[src/jtc_pkg.sv]
package jtc_pkg;

  // ************************************************************
  // register map
  // ************************************************************
  localparam int JTC_AW = 16;
  localparam logic [11:0] JTC_IDX_CTRL2 = 12'h572;
  localparam logic [11:0] JTC_IDX_CTRL3 = 12'h573;
  localparam logic [11:0] JTC_IDX_USER = 12'h580;
  localparam logic [11:0] JTC_IDX_CFG0 = 12'h581;
  localparam logic [11:0] JTC_IDX_CFG1 = 12'h582;
  localparam logic [11:0] JTC_IDX_CFG2 = 12'h583;
  localparam logic [11:0] JTC_IDX_CSUM = 12'h584;
  localparam logic [7:0] JTC_CTRL_RST = 8'h00;
  localparam logic [7:0] JTC_CTRL2_WMASK = 8'h07;
  localparam logic [15:0] JTC_USER_RST = 16'h0000;
  localparam logic [31:0] JTC_CFG_RST = 32'h0000_0000;
  localparam logic [1:0] JTC_RESP_OKAY = 2'h0;
  localparam logic [1:0] JTC_RESP_SLVERR = 2'h2;

  // ************************************************************
  // fields
  // ************************************************************
  localparam int JTC_BYPASS_BIT = 2;
  localparam int JTC_INVERT_BIT = 1;
  localparam int JTC_CSUM_LSB = 6;
  localparam int JTC_CSUM_W = 2;
  localparam int JTC_INJ_LSB = 4;
  localparam int JTC_INJ_W = 2;
  localparam int JTC_PAT_LSB = 0;
  localparam int JTC_PAT_W = 4;

  typedef enum logic [3:0] {
    JTC_PAT_OFF = 4'b0000, JTC_PAT_CHECKER = 4'b0001, JTC_PAT_TOGGLE = 4'b0010,
    JTC_PAT_PN31 = 4'b0011, JTC_PAT_PN23 = 4'b0100, JTC_PAT_PN15 = 4'b0101,
    JTC_PAT_PN9 = 4'b0110, JTC_PAT_PN7 = 4'b0111, JTC_PAT_RAMP = 4'b1000,
    JTC_PAT_USER_REP = 4'b1110, JTC_PAT_USER_ONE = 4'b1111
  } jtc_pat_t;

  typedef enum logic [1:0] {
    JTC_INJ_SAMPLE = 2'b00, JTC_INJ_ENC = 2'b01, JTC_INJ_SCR = 2'b10
  } jtc_inj_t;

  typedef enum logic [1:0] {
    JTC_CS_BYTES = 2'b00, JTC_CS_FIELDS = 2'b01, JTC_CS_ZERO = 2'b10
  } jtc_csum_t;

  typedef enum logic [2:0] {
    JTC_R_NONE = 3'b000, JTC_R_CTRL2 = 3'b001, JTC_R_CTRL3 = 3'b010, JTC_R_USER = 3'b011,
    JTC_R_CFG0 = 3'b100, JTC_R_CFG1 = 3'b101, JTC_R_CFG2 = 3'b110, JTC_R_CSUM = 3'b111
  } jtc_reg_t;

  // ************************************************************
  // patterns
  // ************************************************************
  localparam logic [15:0] JTC_CHECKER_A = 16'haaaa;
  localparam logic [15:0] JTC_CHECKER_B = 16'h5555;
  localparam logic [15:0] JTC_TOGGLE_ONE = 16'hffff;
  localparam logic [15:0] JTC_TOGGLE_ZERO = 16'h0000;
  localparam logic [15:0] JTC_RAMP_STEP = 16'h0001;
  localparam int JTC_PN31_LEN = 31;
  localparam int JTC_PN31_TAP = 28;
  localparam int JTC_PN23_LEN = 23;
  localparam int JTC_PN23_TAP = 18;
  localparam int JTC_PN15_LEN = 15;
  localparam int JTC_PN15_TAP = 14;
  localparam int JTC_PN9_LEN = 9;
  localparam int JTC_PN9_TAP = 5;
  localparam int JTC_PN7_LEN = 7;
  localparam int JTC_PN7_TAP = 6;

  // ************************************************************
  // link configuration table: octet, lsb and width of each field
  // ************************************************************
  localparam int JTC_CFG_OCTETS = 11;
  localparam int JTC_FLD_N = 16;
  localparam int JTC_FLD_OCT [JTC_FLD_N] = '{0, 1, 2, 3, 3, 4, 5, 6, 7, 7, 8, 8, 9, 9, 10, 10};
  localparam int JTC_FLD_LSB [JTC_FLD_N] = '{0, 0, 0, 7, 0, 0, 0, 0, 6, 0, 5, 0, 5, 0, 7, 0};
  localparam int JTC_FLD_W [JTC_FLD_N] = '{8, 4, 5, 1, 5, 8, 5, 8, 2, 5, 3, 5, 3, 5, 1, 5};

  function automatic logic [JTC_AW-1:0] jtc_addr(logic [11:0] idx);
    return {2'h0, idx, 2'h0};
  endfunction

endpackage

[src/jtc_enc8b10b.sv]
`timescale 1ns/1ps
module jtc_enc8b10b
  import jtc_pkg::*;
(
  input wire logic [7:0] octet,
  input wire logic is_k,
  input wire logic rd_in,
  output logic [9:0] sym,
  output logic rd_out
);

  // ************************************************************
  // code tables, abcdei and fghj, negative running disparity
  // ************************************************************
  localparam logic [5:0] T6 [32] = '{
    6'h27, 6'h1d, 6'h2d, 6'h31, 6'h35, 6'h29, 6'h19, 6'h38, 6'h39, 6'h25, 6'h15, 6'h34, 6'h0d, 6'h2c, 6'h1c, 6'h17,
    6'h1b, 6'h23, 6'h13, 6'h32, 6'h0b, 6'h2a, 6'h1a, 6'h3a, 6'h33, 6'h26, 6'h16, 6'h36, 6'h0e, 6'h2e, 6'h1e, 6'h2b};
  localparam logic [3:0] T4 [8] = '{4'hb, 4'h9, 4'h5, 4'hc, 4'hd, 4'ha, 4'h6, 4'he};
  localparam logic [3:0] K4 [8] = '{4'h4, 4'h9, 4'h5, 4'h3, 4'h2, 4'ha, 4'h6, 4'h8};
  localparam logic [5:0] K28_6B = 6'h0f;
  localparam logic [3:0] ALT7 = 4'h7;
  localparam logic [4:0] D7 = 5'h07;
  localparam logic [2:0] Y3 = 3'h3;
  localparam logic [2:0] Y7 = 3'h7;

  logic [4:0] x;
  logic [2:0] y;
  logic [5:0] a6;
  logic [3:0] t4;
  logic rd6;
  logic alt;

  always_comb
  begin
    x = octet[4:0];
    y = octet[7:5];
    a6 = T6[x];
    rd6 = rd_in ^ ($countones(a6) != 3);
    alt = (y == Y7) && (rd6 ? (x == 5'h0b || x == 5'h0d || x == 5'h0e) : (x == 5'h11 || x == 5'h12 || x == 5'h14));
    t4 = alt ? ALT7 : T4[y];
    if (is_k)
    begin
      // only the comma family is supported; other k codes go out as k28
      sym = rd_in ? ~{K28_6B, K4[y]} : {K28_6B, K4[y]};
      rd_out = ~rd_in ^ ($countones(K4[y]) != 2);
    end
    else
    begin
      sym[9:4] = (rd_in && ($countones(a6) != 3 || x == D7)) ? ~a6 : a6;
      sym[3:0] = (rd6 && ($countones(t4) != 2 || y == Y3)) ? ~t4 : t4;
      rd_out = rd6 ^ ($countones(t4) != 2);
    end
  end

endmodule // jtc_enc8b10b

[src/jtc_link_test_ctrl.sv]
// Operation
// - bypass clear encodes; set sends octet, top bits zero
// - invert set flips all ten symbol bits
// - checksum mode 00 sums table octets
// - checksum mode 01 sums lsb-aligned fields
// - mode 10 sends zero checksum; 11 unused
// - injection 1 at encoder output, 0 at samples
// - injection 10 puts pattern octet before scrambler
// - select 0 passes normal data untouched
// - checkerboard, toggle, ramp, user repeat, user once
// - select 3 gives pn31, x31+x28+1
// - select 4 gives pn23, x23+x18+1
// - select 5 gives pn15, x15+x14+1
// - select 6 gives pn9, x9+x5+1
// - select 7 gives pn7, x7+x6+1
`timescale 1ns/1ps
module jtc_link_test_ctrl
  import jtc_pkg::*;
(
  input wire logic core_clk,
  input wire logic rstn,
  input wire logic [JTC_AW-1:0] s_axi_awaddr,
  input wire logic s_axi_awvalid,
  output logic s_axi_awready,
  input wire logic [31:0] s_axi_wdata,
  input wire logic [3:0] s_axi_wstrb,
  input wire logic s_axi_wvalid,
  output logic s_axi_wready,
  output logic [1:0] s_axi_bresp,
  output logic s_axi_bvalid,
  input wire logic s_axi_bready,
  input wire logic [JTC_AW-1:0] s_axi_araddr,
  input wire logic s_axi_arvalid,
  output logic s_axi_arready,
  output logic [31:0] s_axi_rdata,
  output logic [1:0] s_axi_rresp,
  output logic s_axi_rvalid,
  input wire logic s_axi_rready,
  input wire logic [15:0] smp_in,
  output logic [15:0] smp_out,
  input wire logic [7:0] scr_in,
  output logic [7:0] scr_out,
  input wire logic [7:0] enc_in,
  input wire logic enc_k,
  output logic [9:0] sym_out,
  output logic [7:0] csum_out
);

  typedef struct packed {
    logic aw_got;
    logic [JTC_AW-1:0] aw_addr;
    logic w_got;
    logic [31:0] w_data;
    logic [3:0] w_strb;
    logic awready;
    logic wready;
    logic bvalid;
    logic [1:0] bresp;
    logic arready;
    logic rvalid;
    logic [1:0] rresp;
    logic [31:0] rdata;
    logic [7:0] ctrl2;
    logic [7:0] ctrl3;
    logic [15:0] user_pat;
    logic [31:0] cfg0;
    logic [31:0] cfg1;
    logic [31:0] cfg2;
    logic [7:0] csum;
    logic [30:0] lfsr;
    logic [15:0] ramp;
    logic phase;
    logic user_done;
    logic rd;
    logic [15:0] smp_out;
    logic [7:0] scr_out;
    logic [9:0] sym_out;
    logic live;
  } jtc_state_t;

  localparam jtc_state_t JTC_RST = '{awready: 1'b1, wready: 1'b1, arready: 1'b1, lfsr: '1, ctrl2: JTC_CTRL_RST,
    ctrl3: JTC_CTRL_RST, user_pat: JTC_USER_RST, cfg0: JTC_CFG_RST, cfg1: JTC_CFG_RST, cfg2: JTC_CFG_RST, default: '0};

  // ************************************************************
  // helpers
  // ************************************************************
  function automatic jtc_reg_t decode(logic [JTC_AW-1:0] a);
    jtc_reg_t r;
    r = JTC_R_NONE;
    if (a == jtc_addr(JTC_IDX_CTRL2)) r = JTC_R_CTRL2;
    if (a == jtc_addr(JTC_IDX_CTRL3)) r = JTC_R_CTRL3;
    if (a == jtc_addr(JTC_IDX_USER)) r = JTC_R_USER;
    if (a == jtc_addr(JTC_IDX_CFG0)) r = JTC_R_CFG0;
    if (a == jtc_addr(JTC_IDX_CFG1)) r = JTC_R_CFG1;
    if (a == jtc_addr(JTC_IDX_CFG2)) r = JTC_R_CFG2;
    if (a == jtc_addr(JTC_IDX_CSUM)) r = JTC_R_CSUM;
    return r;
  endfunction

  function automatic logic [31:0] merge(logic [31:0] old, logic [31:0] d, logic [3:0] strb);
    logic [31:0] m;
    m = old;
    for (int i = 0; i < 4; i++)
      if (strb[i]) m[8*i +: 8] = d[8*i +: 8];
    return m;
  endfunction

  function automatic logic [7:0] csum_bytes(logic [95:0] t);
    logic [7:0] s;
    s = 8'h00;
    for (int i = 0; i < JTC_CFG_OCTETS; i++)
      s = s + t[8*i +: 8];
    return s;
  endfunction

  function automatic logic [7:0] csum_fields(logic [95:0] t);
    logic [7:0] s;
    logic [7:0] o;
    s = 8'h00;
    for (int i = 0; i < JTC_FLD_N; i++)
    begin
      o = t[8*JTC_FLD_OCT[i] +: 8] >> JTC_FLD_LSB[i];
      s = s + (o & 8'((9'h001 << JTC_FLD_W[i]) - 9'h001));
    end
    return s;
  endfunction

  function automatic logic [30:0] pn_step(logic [30:0] s, jtc_pat_t p);
    logic fb;
    fb = 1'b0;
    unique case (p)
      JTC_PAT_PN31: fb = s[JTC_PN31_LEN-1] ^ s[JTC_PN31_TAP-1];
      JTC_PAT_PN23: fb = s[JTC_PN23_LEN-1] ^ s[JTC_PN23_TAP-1];
      JTC_PAT_PN15: fb = s[JTC_PN15_LEN-1] ^ s[JTC_PN15_TAP-1];
      JTC_PAT_PN9: fb = s[JTC_PN9_LEN-1] ^ s[JTC_PN9_TAP-1];
      JTC_PAT_PN7: fb = s[JTC_PN7_LEN-1] ^ s[JTC_PN7_TAP-1];
      default: fb = 1'b0;
    endcase
    return {s[29:0], fb};
  endfunction

  jtc_state_t st;
  jtc_state_t next_st;
  jtc_pat_t sel;
  jtc_inj_t inj;
  jtc_csum_t cmode;
  logic active;
  logic enc_inj;
  logic bypass;
  logic invert;
  logic restart;
  logic [15:0] pat;
  logic [95:0] cfg_tbl;
  logic [9:0] enc_sym;
  logic enc_rd;

  assign sel = jtc_pat_t'(st.ctrl3[JTC_PAT_LSB +: JTC_PAT_W]);
  assign inj = jtc_inj_t'(st.ctrl3[JTC_INJ_LSB +: JTC_INJ_W]);
  assign cmode = jtc_csum_t'(st.ctrl3[JTC_CSUM_LSB +: JTC_CSUM_W]);
  assign active = sel != JTC_PAT_OFF;
  assign enc_inj = active && inj == JTC_INJ_ENC;
  assign bypass = st.ctrl2[JTC_BYPASS_BIT];
  assign invert = st.ctrl2[JTC_INVERT_BIT];
  assign cfg_tbl = {st.cfg2, st.cfg1, st.cfg0};
  // a pattern restarts from its seed whenever its control octet is written
  assign restart = st.aw_got && st.w_got && !st.bvalid && decode(st.aw_addr) == JTC_R_CTRL3 && st.w_strb[0];

  jtc_enc8b10b u_enc (
    .octet(enc_in),
    .is_k(enc_k),
    .rd_in(st.rd),
    .sym(enc_sym),
    .rd_out(enc_rd)
  );

  // ************************************************************
  // pattern word
  // ************************************************************
  always_comb
  begin
    unique case (sel)
      JTC_PAT_CHECKER: pat = st.phase ? JTC_CHECKER_B : JTC_CHECKER_A;
      JTC_PAT_TOGGLE: pat = st.phase ? JTC_TOGGLE_ZERO : JTC_TOGGLE_ONE;
      JTC_PAT_PN31: pat = st.lfsr[15:0];
      JTC_PAT_PN23: pat = st.lfsr[15:0];
      JTC_PAT_PN15: pat = 16'(st.lfsr[JTC_PN15_LEN-1:0]);
      JTC_PAT_PN9: pat = 16'(st.lfsr[JTC_PN9_LEN-1:0]);
      JTC_PAT_PN7: pat = 16'(st.lfsr[JTC_PN7_LEN-1:0]);
      JTC_PAT_RAMP: pat = st.ramp;
      JTC_PAT_USER_REP: pat = st.user_pat;
      JTC_PAT_USER_ONE: pat = st.user_done ? JTC_TOGGLE_ZERO : st.user_pat;
      default: pat = JTC_TOGGLE_ZERO;
    endcase
  end

  // ************************************************************
  // next state
  // ************************************************************
  always_comb
  begin
    logic [9:0] sym;
    logic [31:0] wv;
    sym = 10'h000;
    wv = 32'h0000_0000;
    next_st = st;
    next_st.live = 1'b1;
    if (s_axi_awvalid && st.awready)
    begin
      next_st.aw_got = 1'b1;
      next_st.aw_addr = s_axi_awaddr;
      next_st.awready = 1'b0;
    end
    if (s_axi_wvalid && st.wready)
    begin
      next_st.w_got = 1'b1;
      next_st.w_data = s_axi_wdata;
      next_st.w_strb = s_axi_wstrb;
      next_st.wready = 1'b0;
    end
    if (st.aw_got && st.w_got && !st.bvalid)
    begin
      next_st.bvalid = 1'b1;
      next_st.bresp = JTC_RESP_OKAY;
      unique case (decode(st.aw_addr))
        JTC_R_CTRL2:
        begin
          wv = merge({24'h0, st.ctrl2}, st.w_data, st.w_strb);
          next_st.ctrl2 = wv[7:0] & JTC_CTRL2_WMASK;
        end
        JTC_R_CTRL3:
        begin
          wv = merge({24'h0, st.ctrl3}, st.w_data, st.w_strb);
          next_st.ctrl3 = wv[7:0];
        end
        JTC_R_USER:
        begin
          wv = merge({16'h0, st.user_pat}, st.w_data, st.w_strb);
          next_st.user_pat = wv[15:0];
        end
        JTC_R_CFG0: next_st.cfg0 = merge(st.cfg0, st.w_data, st.w_strb);
        JTC_R_CFG1: next_st.cfg1 = merge(st.cfg1, st.w_data, st.w_strb);
        JTC_R_CFG2: next_st.cfg2 = merge(st.cfg2, st.w_data, st.w_strb);
        JTC_R_CSUM: next_st.bresp = JTC_RESP_OKAY;
        JTC_R_NONE: next_st.bresp = JTC_RESP_SLVERR;
      endcase
    end
    if (st.bvalid && s_axi_bready)
    begin
      next_st.bvalid = 1'b0;
      next_st.aw_got = 1'b0;
      next_st.w_got = 1'b0;
      next_st.awready = 1'b1;
      next_st.wready = 1'b1;
    end
    if (s_axi_arvalid && st.arready)
    begin
      next_st.arready = 1'b0;
      next_st.rvalid = 1'b1;
      next_st.rresp = JTC_RESP_OKAY;
      unique case (decode(s_axi_araddr))
        JTC_R_CTRL2: next_st.rdata = {24'h0, st.ctrl2};
        JTC_R_CTRL3: next_st.rdata = {24'h0, st.ctrl3};
        JTC_R_USER: next_st.rdata = {16'h0, st.user_pat};
        JTC_R_CFG0: next_st.rdata = st.cfg0;
        JTC_R_CFG1: next_st.rdata = st.cfg1;
        JTC_R_CFG2: next_st.rdata = st.cfg2;
        JTC_R_CSUM: next_st.rdata = {24'h0, st.csum};
        JTC_R_NONE:
        begin
          next_st.rdata = 32'h0000_0000;
          next_st.rresp = JTC_RESP_SLVERR;
        end
      endcase
    end
    if (st.rvalid && s_axi_rready)
    begin
      next_st.rvalid = 1'b0;
      next_st.arready = 1'b1;
    end
    // checksum tracks the table every cycle, so a write shows one cycle later
    unique case (cmode)
      JTC_CS_BYTES: next_st.csum = csum_bytes(cfg_tbl);
      JTC_CS_FIELDS: next_st.csum = csum_fields(cfg_tbl);
      JTC_CS_ZERO: next_st.csum = 8'h00;
      default: next_st.csum = 8'h00;
    endcase
    if (restart)
    begin
      next_st.lfsr = '1;
      next_st.ramp = 16'h0000;
      next_st.phase = 1'b0;
      next_st.user_done = 1'b0;
    end
    else
    begin
      next_st.lfsr = pn_step(st.lfsr, sel);
      next_st.ramp = st.ramp + JTC_RAMP_STEP;
      next_st.phase = ~st.phase;
      next_st.user_done = st.user_done || sel == JTC_PAT_USER_ONE;
    end
    next_st.smp_out = (active && inj == JTC_INJ_SAMPLE) ? pat : smp_in;
    next_st.scr_out = (active && inj == JTC_INJ_SCR) ? pat[7:0] : scr_in;
    if (enc_inj)
      sym = pat[9:0];
    else if (bypass)
      sym = {2'h0, enc_in};
    else
    begin
      sym = enc_sym;
      next_st.rd = enc_rd;
    end
    next_st.sym_out = invert ? ~sym : sym;
  end

  always_ff @(posedge core_clk)
  begin
    if (!rstn)
      st <= JTC_RST;
    else
      st <= next_st;
  end

  assign s_axi_awready = st.awready;
  assign s_axi_wready = st.wready;
  assign s_axi_bvalid = st.bvalid;
  assign s_axi_bresp = st.bresp;
  assign s_axi_arready = st.arready;
  assign s_axi_rvalid = st.rvalid;
  assign s_axi_rresp = st.rresp;
  assign s_axi_rdata = st.rdata;
  assign smp_out = st.smp_out;
  assign scr_out = st.scr_out;
  assign sym_out = st.sym_out;
  assign csum_out = st.csum;
endmodule // jtc_link_test_ctrl

[config.mk]
export PLATFORM = sky130hd
export DESIGN_NAME = jtc_link_test_ctrl
export DESIGN_NICKNAME = d
export VERILOG_FILES = /design/src/jtc_pkg.sv /design/src/jtc_enc8b10b.sv /design/src/jtc_link_test_ctrl.sv
export SDC_FILE = /design/constraint.sdc
export NUM_CORES = 1
export LEC_CHECK = 0
export BUFFER_PORTS_ARGS = -buffer_cell sky130_fd_sc_hd__buf_4
export CELL_PAD_IN_SITES_DETAIL_PLACEMENT = 1
export CELL_PAD_IN_SITES_GLOBAL_PLACEMENT = 1
export CORE_MARGIN = 2
export CORE_UTILIZATION = 35
export CTS_CLUSTER_SIZE = 8
export DETAILED_ROUTE_END_ITERATION = 10
export GPL_TIMING_DRIVEN = 1
export PLACE_DENSITY = 0.68
export SKIP_LAST_GASP = 1
export SYNTH_ARGS = -nofsm -noshare
export SYNTH_HDL_FRONTEND = slang
export SYNTH_SLANG_ARGS = --single-unit
[constraint.sdc]
create_clock -name core_clk -period 13.9 [get_ports core_clk]
set_input_delay 0 -clock core_clk [delete_from_list [all_inputs] [get_ports core_clk]]
set_output_delay 0 -clock core_clk [all_outputs]
set_load 0.02 [all_outputs]
# Word level (Yosys, flattened, before mapping)
# Memories as Yosys holds them, arrays and structs flattened.
# Cells that the tools add are included.
dict set report word_totals {
  reg_bits 310
  romBits 256
  in_bits 108
  output_inout_bits 83
  word_cells 244
  n_memories 3
}
dict set report op_classes {
  addsub 37
  n_lt_le_gt_ge 2
  n_eq_ne 53
  n_mux 43
  bitwise_logic 19
  reduce_logical 49
}
# name words width rd rd_clocked_by_memory_dff wr line_no
set mem_list {}
lappend mem_list {{(name not given)} 32 6 1 0 0 jtc_enc8b10b.sv:37} ;# a6 = T6[x];
lappend mem_list {{(name not given)} 8 4 1 0 0 jtc_enc8b10b.sv:40} ;# t4 = alt ? ALT7 : T4[y];
lappend mem_list {{(name not given)} 8 4 1 0 0 jtc_enc8b10b.sv:44} ;# sym = rd_in ? ~{K28_6B, K4[y]} : {K28_6B, K4[y]};
# cell count
set ops {}
lappend ops {{$pmux W32 S8} 1}
lappend ops {{$eq A16 B13 Y1 const B} 14}
lappend ops {{$pmux W16 S9} 1}
lappend ops {{$add A32 B32 Y32} 4}
lappend ops {{$add A8 B8 Y8} 12}
lappend ops {{$ne A32 B3 Y1 const B} 3}
lappend ops {{$mux W16} 4}
lappend ops {{$add A8 B5 Y8} 7}
lappend ops {{$mux W10} 5}
lappend ops {{$reduce_and A3 Y1} 16}
lappend ops {{$mux W3} 12}
lappend ops {{$eq A3 B3 Y1 const B} 8}
lappend ops {{$mux W4} 6}
lappend ops {{$eq A3 B2 Y1 const B} 6}
lappend ops {{$mux W6} 3}
lappend ops {{$add A16 B1 Y16 const B} 1}
lappend ops {{$add A8 B1 Y8} 2}
lappend ops {{$add A8 B3 Y8} 2}
lappend ops {{$eq A4 B3 Y1 const B} 4}
lappend ops {{$pmux W8 S2} 1}
lappend ops {{$eq A5 B4 Y1 const B} 3}
lappend ops {{$eq A5 B5 Y1 const B} 3}
lappend ops {{$logic_and A1 B1 Y1} 15}
lappend ops {{$add A1 B1 Y2} 7}
lappend ops {{other kinds (30)} 63}

# Depth between registers and ports, before layout
dict set report depth {
  depth_word 23
  depth_mapped 24
}

# Cells and area by module
# A second synthesis with hierarchy kept.
dict set report unflattened {
  hier_cells 1951
  area_unflattened_um2 17339.1
}
# mod n_inst cells_per_inst area_per_inst_um2 seq_area_each_um2
set modules_own_cells {}
lappend modules_own_cells {jtc_link_test_ctrl 1 1817 16320.7 6165.9}
lappend modules_own_cells {jtc_enc8b10b 1 134 1018.5 0.0}

# Least setup slack after synthesis
# Ideal clock, no wire load.
dict set report synth_path {
  path_kind {input to register}
  startpoint {in enc_in[0]}
  endpoint {reg st, in the netlist sym_out[2]}
  setup_ns 0.129
  t_arrival_ns 5.324
  required_ns 13.771
  setup_slack_ns 8.447
  stages 22
  n_path_buf 0
  path_cell_list {inv_1 > ha_1 > or2_2 > a311oi_1 > o22ai_1 > ha_1 > fa_1 > ha_1 > and4bb_2 > xnor2_1 > and4_1 > o21ai_0 > o21ai_0 > ha_1 > ha_1 > fa_1 > nor3b_1 > o21ai_1 > a211o_1 > and4_1 > o311ai_0 > nand2_1}
}
dict set report synth_between {
  elab_chain_cells 23
  elab_cells_between_ends 37
  cone_classes {add/sub (8); eq/ne (8); mux (9); bitwise (4); reduce/logical (7); memory (1)}
}
# element line_no
set synth_rtl {}
lappend synth_rtl {{from (decl)} jtc_link_test_ctrl.sv:43} ;# input wire logic [7:0] enc_in,
lappend synth_rtl {{$not A5 Y6 (implied by the code)} jtc_enc8b10b.sv:37}
lappend synth_rtl {{$mem_v2 Z32 W6} -}
lappend synth_rtl {{$mux W6 (implied by the code) (2 in series)} jtc_enc8b10b.sv:37}
lappend synth_rtl {{$add A1 B1 Y2 (implied by the code)} jtc_enc8b10b.sv:38} ;# rd6 = rd_in ^ ($countones(a6) != 3);
lappend synth_rtl {{$add A32 B32 Y32 (implied by the code) (2 in series)} jtc_enc8b10b.sv:38}
lappend synth_rtl {{$ne A32 B3 Y1} jtc_enc8b10b.sv:38}
lappend synth_rtl {{$xor A1 B1 Y1} jtc_enc8b10b.sv:38}
lappend synth_rtl {{$mux W1} jtc_enc8b10b.sv:39} ;# alt = (y == Y7) && (rd6 ? (x == 5'h0b || x == 5'h0d || x == 5'h0e) : (x == 5'h11 || x == 5'h12 || x == 5'h14)) ...
lappend synth_rtl {{[... 5 more ...]} -}
lappend synth_rtl {{$logic_or A1 B1 Y1} jtc_enc8b10b.sv:50} ;# sym[3:0] = (rd6 && ($countones(t4) != 2 || y == Y3)) ? ~t4 : t4;
lappend synth_rtl {{$logic_and A1 B1 Y1} jtc_enc8b10b.sv:50}
lappend synth_rtl {{$mux W4 *} jtc_enc8b10b.sv:50}
lappend synth_rtl {{$mux W10 *} jtc_enc8b10b.sv:41} ;# if (is_k)
lappend synth_rtl {{$mux W10 *} jtc_link_test_ctrl.sv:305} ;# else if (bypass)
lappend synth_rtl {{$mux W10 *} jtc_link_test_ctrl.sv:303} ;# if (enc_inj)
lappend synth_rtl {{$not A10 Y10} jtc_link_test_ctrl.sv:312} ;# next_st.sym_out = invert ? ~sym : sym;
lappend synth_rtl {{$mux W10 *} jtc_link_test_ctrl.sv:312}
lappend synth_rtl {{to (signal assigned)} jtc_link_test_ctrl.sv:320} ;# st <= next_st;
lappend synth_rtl {{to (decl)} jtc_link_test_ctrl.sv:142} ;# jtc_state_t st;
# Every way passes the cells marked *; elsewhere a longest branch is shown, timed or not. The select of a mux whose other input is x is not followed.
# A chain may end at the register's enable or synchronous reset.

# Worst setup path after layout
dict set report layout_path {
  startpoint {in enc_in[1]}
  endpoint {reg st, in the netlist sym_out[2]}
}
# Same word-level chain as after synthesis.

==> results.md <==
- CP Cell Sequence: buf_4 > inv_1 > ha_1 > inv_1 > o311ai_0 > ha_1 > fa_1 > ha_1 > and4bb_2 > xnor2_1 > and4_1 > o21ai_0 > o21ai_0 > ha_1 > ha_1 > fa_1 > nor3b_1 > o21ai_1 > a211o_1 > and4_1 > o311ai_0 > nand2_1
- Post-route total power: 2.26 mW
- Yosys reg bits: 308
- Clock transition at the registers of the reported paths: 0.05 ns
- Sequential-to-total area share from yosys stat: 35.2%
- Arrival time of the worst setup path: 6.35 ns
- Fraction of registers with async set or reset after synthesis: 0%
- EDFF count, synth: 0
- Synthesized instance count: 1931
- Measured slew at the worst slew-check pin: 1.19 ns
- Fill cells: 5655
- Flip-flop cell with the highest count after synthesis: dfxtp_1
- Max VDD drop: 77.4 µV
- Horizontal extent of the die: 228 µm
- IO buf count: 188
- Overall die area: 51900 µm²
- CP max FO: 8
- First-pass iteration count of the detailed router: 7
- Cell family with most CP delay: adder cells
- Most frequent cells after synthesis: dfxtp_1 (308), nand2_1 (193), nor2_1 (181)
- Status: complete, no violations
- Largest cells by area after synthesis: dfxtp_1 (35%), fa_1 (12%), mux2i_1 (6.7%)
- Final number of setup-violating endpoints: 0
- Area Growth Syn to Fin: 20.0%
- Flop2flop setup slack: 8.89 ns
- Max-slew violation count: 0
- Sort of element at the end of the critical path: flip-flop
- Routed WL: 58300 µm
- Time the final worst path needs with I/O delays and setup: 5.88 ns
- Initial DRC Count: 778
- Count of final hold-check violations: 0
- Upper clock frequency limit: 170 MHz
- Routability-driven placement congestion ratio: 0.887
- Fin crit share: 42.3%
- Antenna fix cells: 0
- Power density normalized to cell area: 107 nW/µm²
- Count of antenna-violating nets left after detailed routing: 0
- Insertion delay to the later sink of the worst-skew pair: 0.58 ns
- Number of global-route vias before repair: 15587
- Residual DRC: 0
- TritonCTS sink count: 308
- Number of vias in the routed layout: 14484
- Largest stage delay, worst path: 0.59 ns
- Number of buffers inserted by post-CTS setup repair: 0
- Leakage power: 8.57 nW
- Mean area per synthesized cell: 9.08 µm²
- CP startpoint: enc_in[1]
- Worst r2r path cells: 16
- Final worst hold slack: 0.0131 ns
- H-Tree Depth: 2
- Cell Rows: 82
- Library cell with the highest instance count after synthesis: dfxtp_1
- Crit path launch type: input port
- Category of the most critical setup path: in2reg
- Share of Yosys cell area claimed by the top area cell type: 35.2%
- Startpoint of the lowest-slack register-to-register path: cfg_tbl[2]
- Final cell area excluding filler cells: 21000 µm²
- Overflow after GRT: 0
- Post-DP HPWL: 42700 µm
- Setup slack at placement: 7.47 ns
- Max Cap Viol: 0
- Placeable core region: 49800 µm²
- Largest clock skew in the final design: 0.0323 ns
- Share of post-route cells with drive strength above 1: 15.8%
- Maximum clock insertion buffer count: 3
- Total clock buffers created by CTS: 45
- Post-layout instance count excluding filler cells: 2763
- First-pass GRT wire length: 92000 µm
- Worst slew margin: 20.3%
- Worst path setup slack after routing: 8.02 ns
- CTS tree: built
- Vertical die dimension: 228 µm
- Pin count of the biggest net entering global routing: 88
- WL per Instance: 21.1 µm
- Setup repair after global routing missed its margin: no
- Reg-to-Reg End: csum_out[7]
- Setup TNS after final layout: 0 ns
- Path category of the worst min-delay check: in2reg
- Critical path required time: 14.36 ns
- Placed cell count: 2622
- Most frequent cell on the critical path: ha_1
- Critical path buffers and inverters: 3
- Synth warnings: 0
- End of the critical path: sym_out[2]
- Top cell type by total area after synthesis: dfxtp_1
- Initial standard-cell utilization of the core: 35.2%
- I/O pins: 191
- Via density per instance: 5.24
- Post-synthesis instance area: 17500 µm²
- Area after detailed placement: 18900 µm²
- Combined global-route utilization of all metal layers: 22.6%
- Number of antenna violations at the first check in global routing: 0
- Post-layout util: 42.3%
- Slowest cell on crit path: o311ai_0
- Count of distinct cell types in the synthesized netlist: 92
- Number of nets in the finished design: 2342
- Path length in cells of the critical path: 22
- Clock root cell: clkbuf_16
[worst reg2reg max path: stages (launching register included)]
cell	delay [ns]
dfxtp_1	0.35
inv_1	0.08
fa_1	0.51
fa_1	0.59
fa_1	0.56
inv_1	0.05
fa_1	0.53
inv_1	0.06
fa_1	0.55
inv_1	0.05
ha_1	0.24
a211oi_1	0.38
o21bai_1	0.14
a21oi_1	0.18
xnor3_1	0.42
nor2_1	0.09
a211oi_1	0.06
[logic make-up (layout without fill, tap and decap cells)]
kind of cell               count (synthesis)  in the layout  share of synthesized area (%)
DFF                                      308            308                           35.2
other                                      1              2                         0.0214
AOI/OAI and AO/OA                        404            404                           15.0
adders and majority gates                149            149                           15.1
and+or+nand+nor                          580            580                           16.1
buffers and inverters                    313            472                           8.73
xor gates and xnor gates                  57             57                           3.16
muxes                                    119            119                           6.81
[how the worst min path moves through the flow]
| stage | endpoint | start | cells after the start | slack, ns |
|---|---|---|---|---|
| global placement | s_axi_awready | s_axi_awvalid | 2 | 0.20 |
| detailed placement | s_axi_awready | s_axi_awvalid | 2 | 0.21 |
| CTS | s_axi_rdata[0] | s_axi_araddr[2] | 4 | 0.0006 |
| floorplan | s_axi_awready | s_axi_awvalid | 1 | 0.10 |
| finish | s_axi_rdata[0] | s_axi_araddr[2] | 4 | 0.01 |
| global route | s_axi_rdata[0] | s_axi_araddr[2] | 4 | 0.04 |
[per-layer routing]
| layer | vias to the layer above | wire length (µm) | GRT usage, % |
|---|---|---|---|
| li1 | 6792 | - | - |
| met1 | 7280 | 26600 | 30.1 |
| met2 | 338 | 27900 | 38.3 |
| met3 | 74 | 2530 | 3.01 |
| met4 | 0 | 1190 | 6.11 |
| met5 | - | 0 | 0 |
[state kept, by name (all words and copies together), names as in the netlist, 2 cells and up]
name and cells:
st 121, s_axi_rdata 32, sel 4, inj 2, cmode 2, scr_out 8
smp_out 16, sym_out 10, cfg_tbl 96, csum_out 8
[timing repair]
action	CTS	global route
endpoints found under the hold margin	122	0
gates resized for setup	0	0
hold buffers	89	0
setup endpoints to repair	0	0
[placed cells by master (no fill, tap or decap), types with 10 or more instances in the layout]
master	n
nand2b_1	11
a221oi_1	33
and3_1	12
a21o_1	10
a21oi_1	135
a31oi_1	12
xnor2_1	33
xor2_1	20
dfxtp_1	308
dlygate4sd3_1	89
or2_2	35
nand3_1	19
mux2i_1	117
nand2_1	193
nor2_1	181
fa_1	104
buf_4	197
nor3_1	13
a22oi_1	25
clkbuf_16	47
inv_1	132
and2_1	37
a211oi_1	28
o21ai_0	82
ha_1	44
[layout make-up]
class	count	area [µm²]	share of cell area, %
multi-input combinational	1311	9870	46.9
tap	672	841	3.99
sequential	308	6170	29.3
clock inverter	3	90.1	0.428
clock buffer	49	1200	5.72
inverter	134	508	2.41
timing repair buffer	286	2370	11.3
[power breakdown]
| group | internal (mW) | switching (mW) |
|---|---|---|
| Clock | 0.640 | 0.397 |
| Sequential | 0.910 | 0.0260 |
| Combinational | 0.126 | 0.158 |
| Total | 1.68 | 0.582 |
Note: power is estimated with default switching activity, not from simulation.
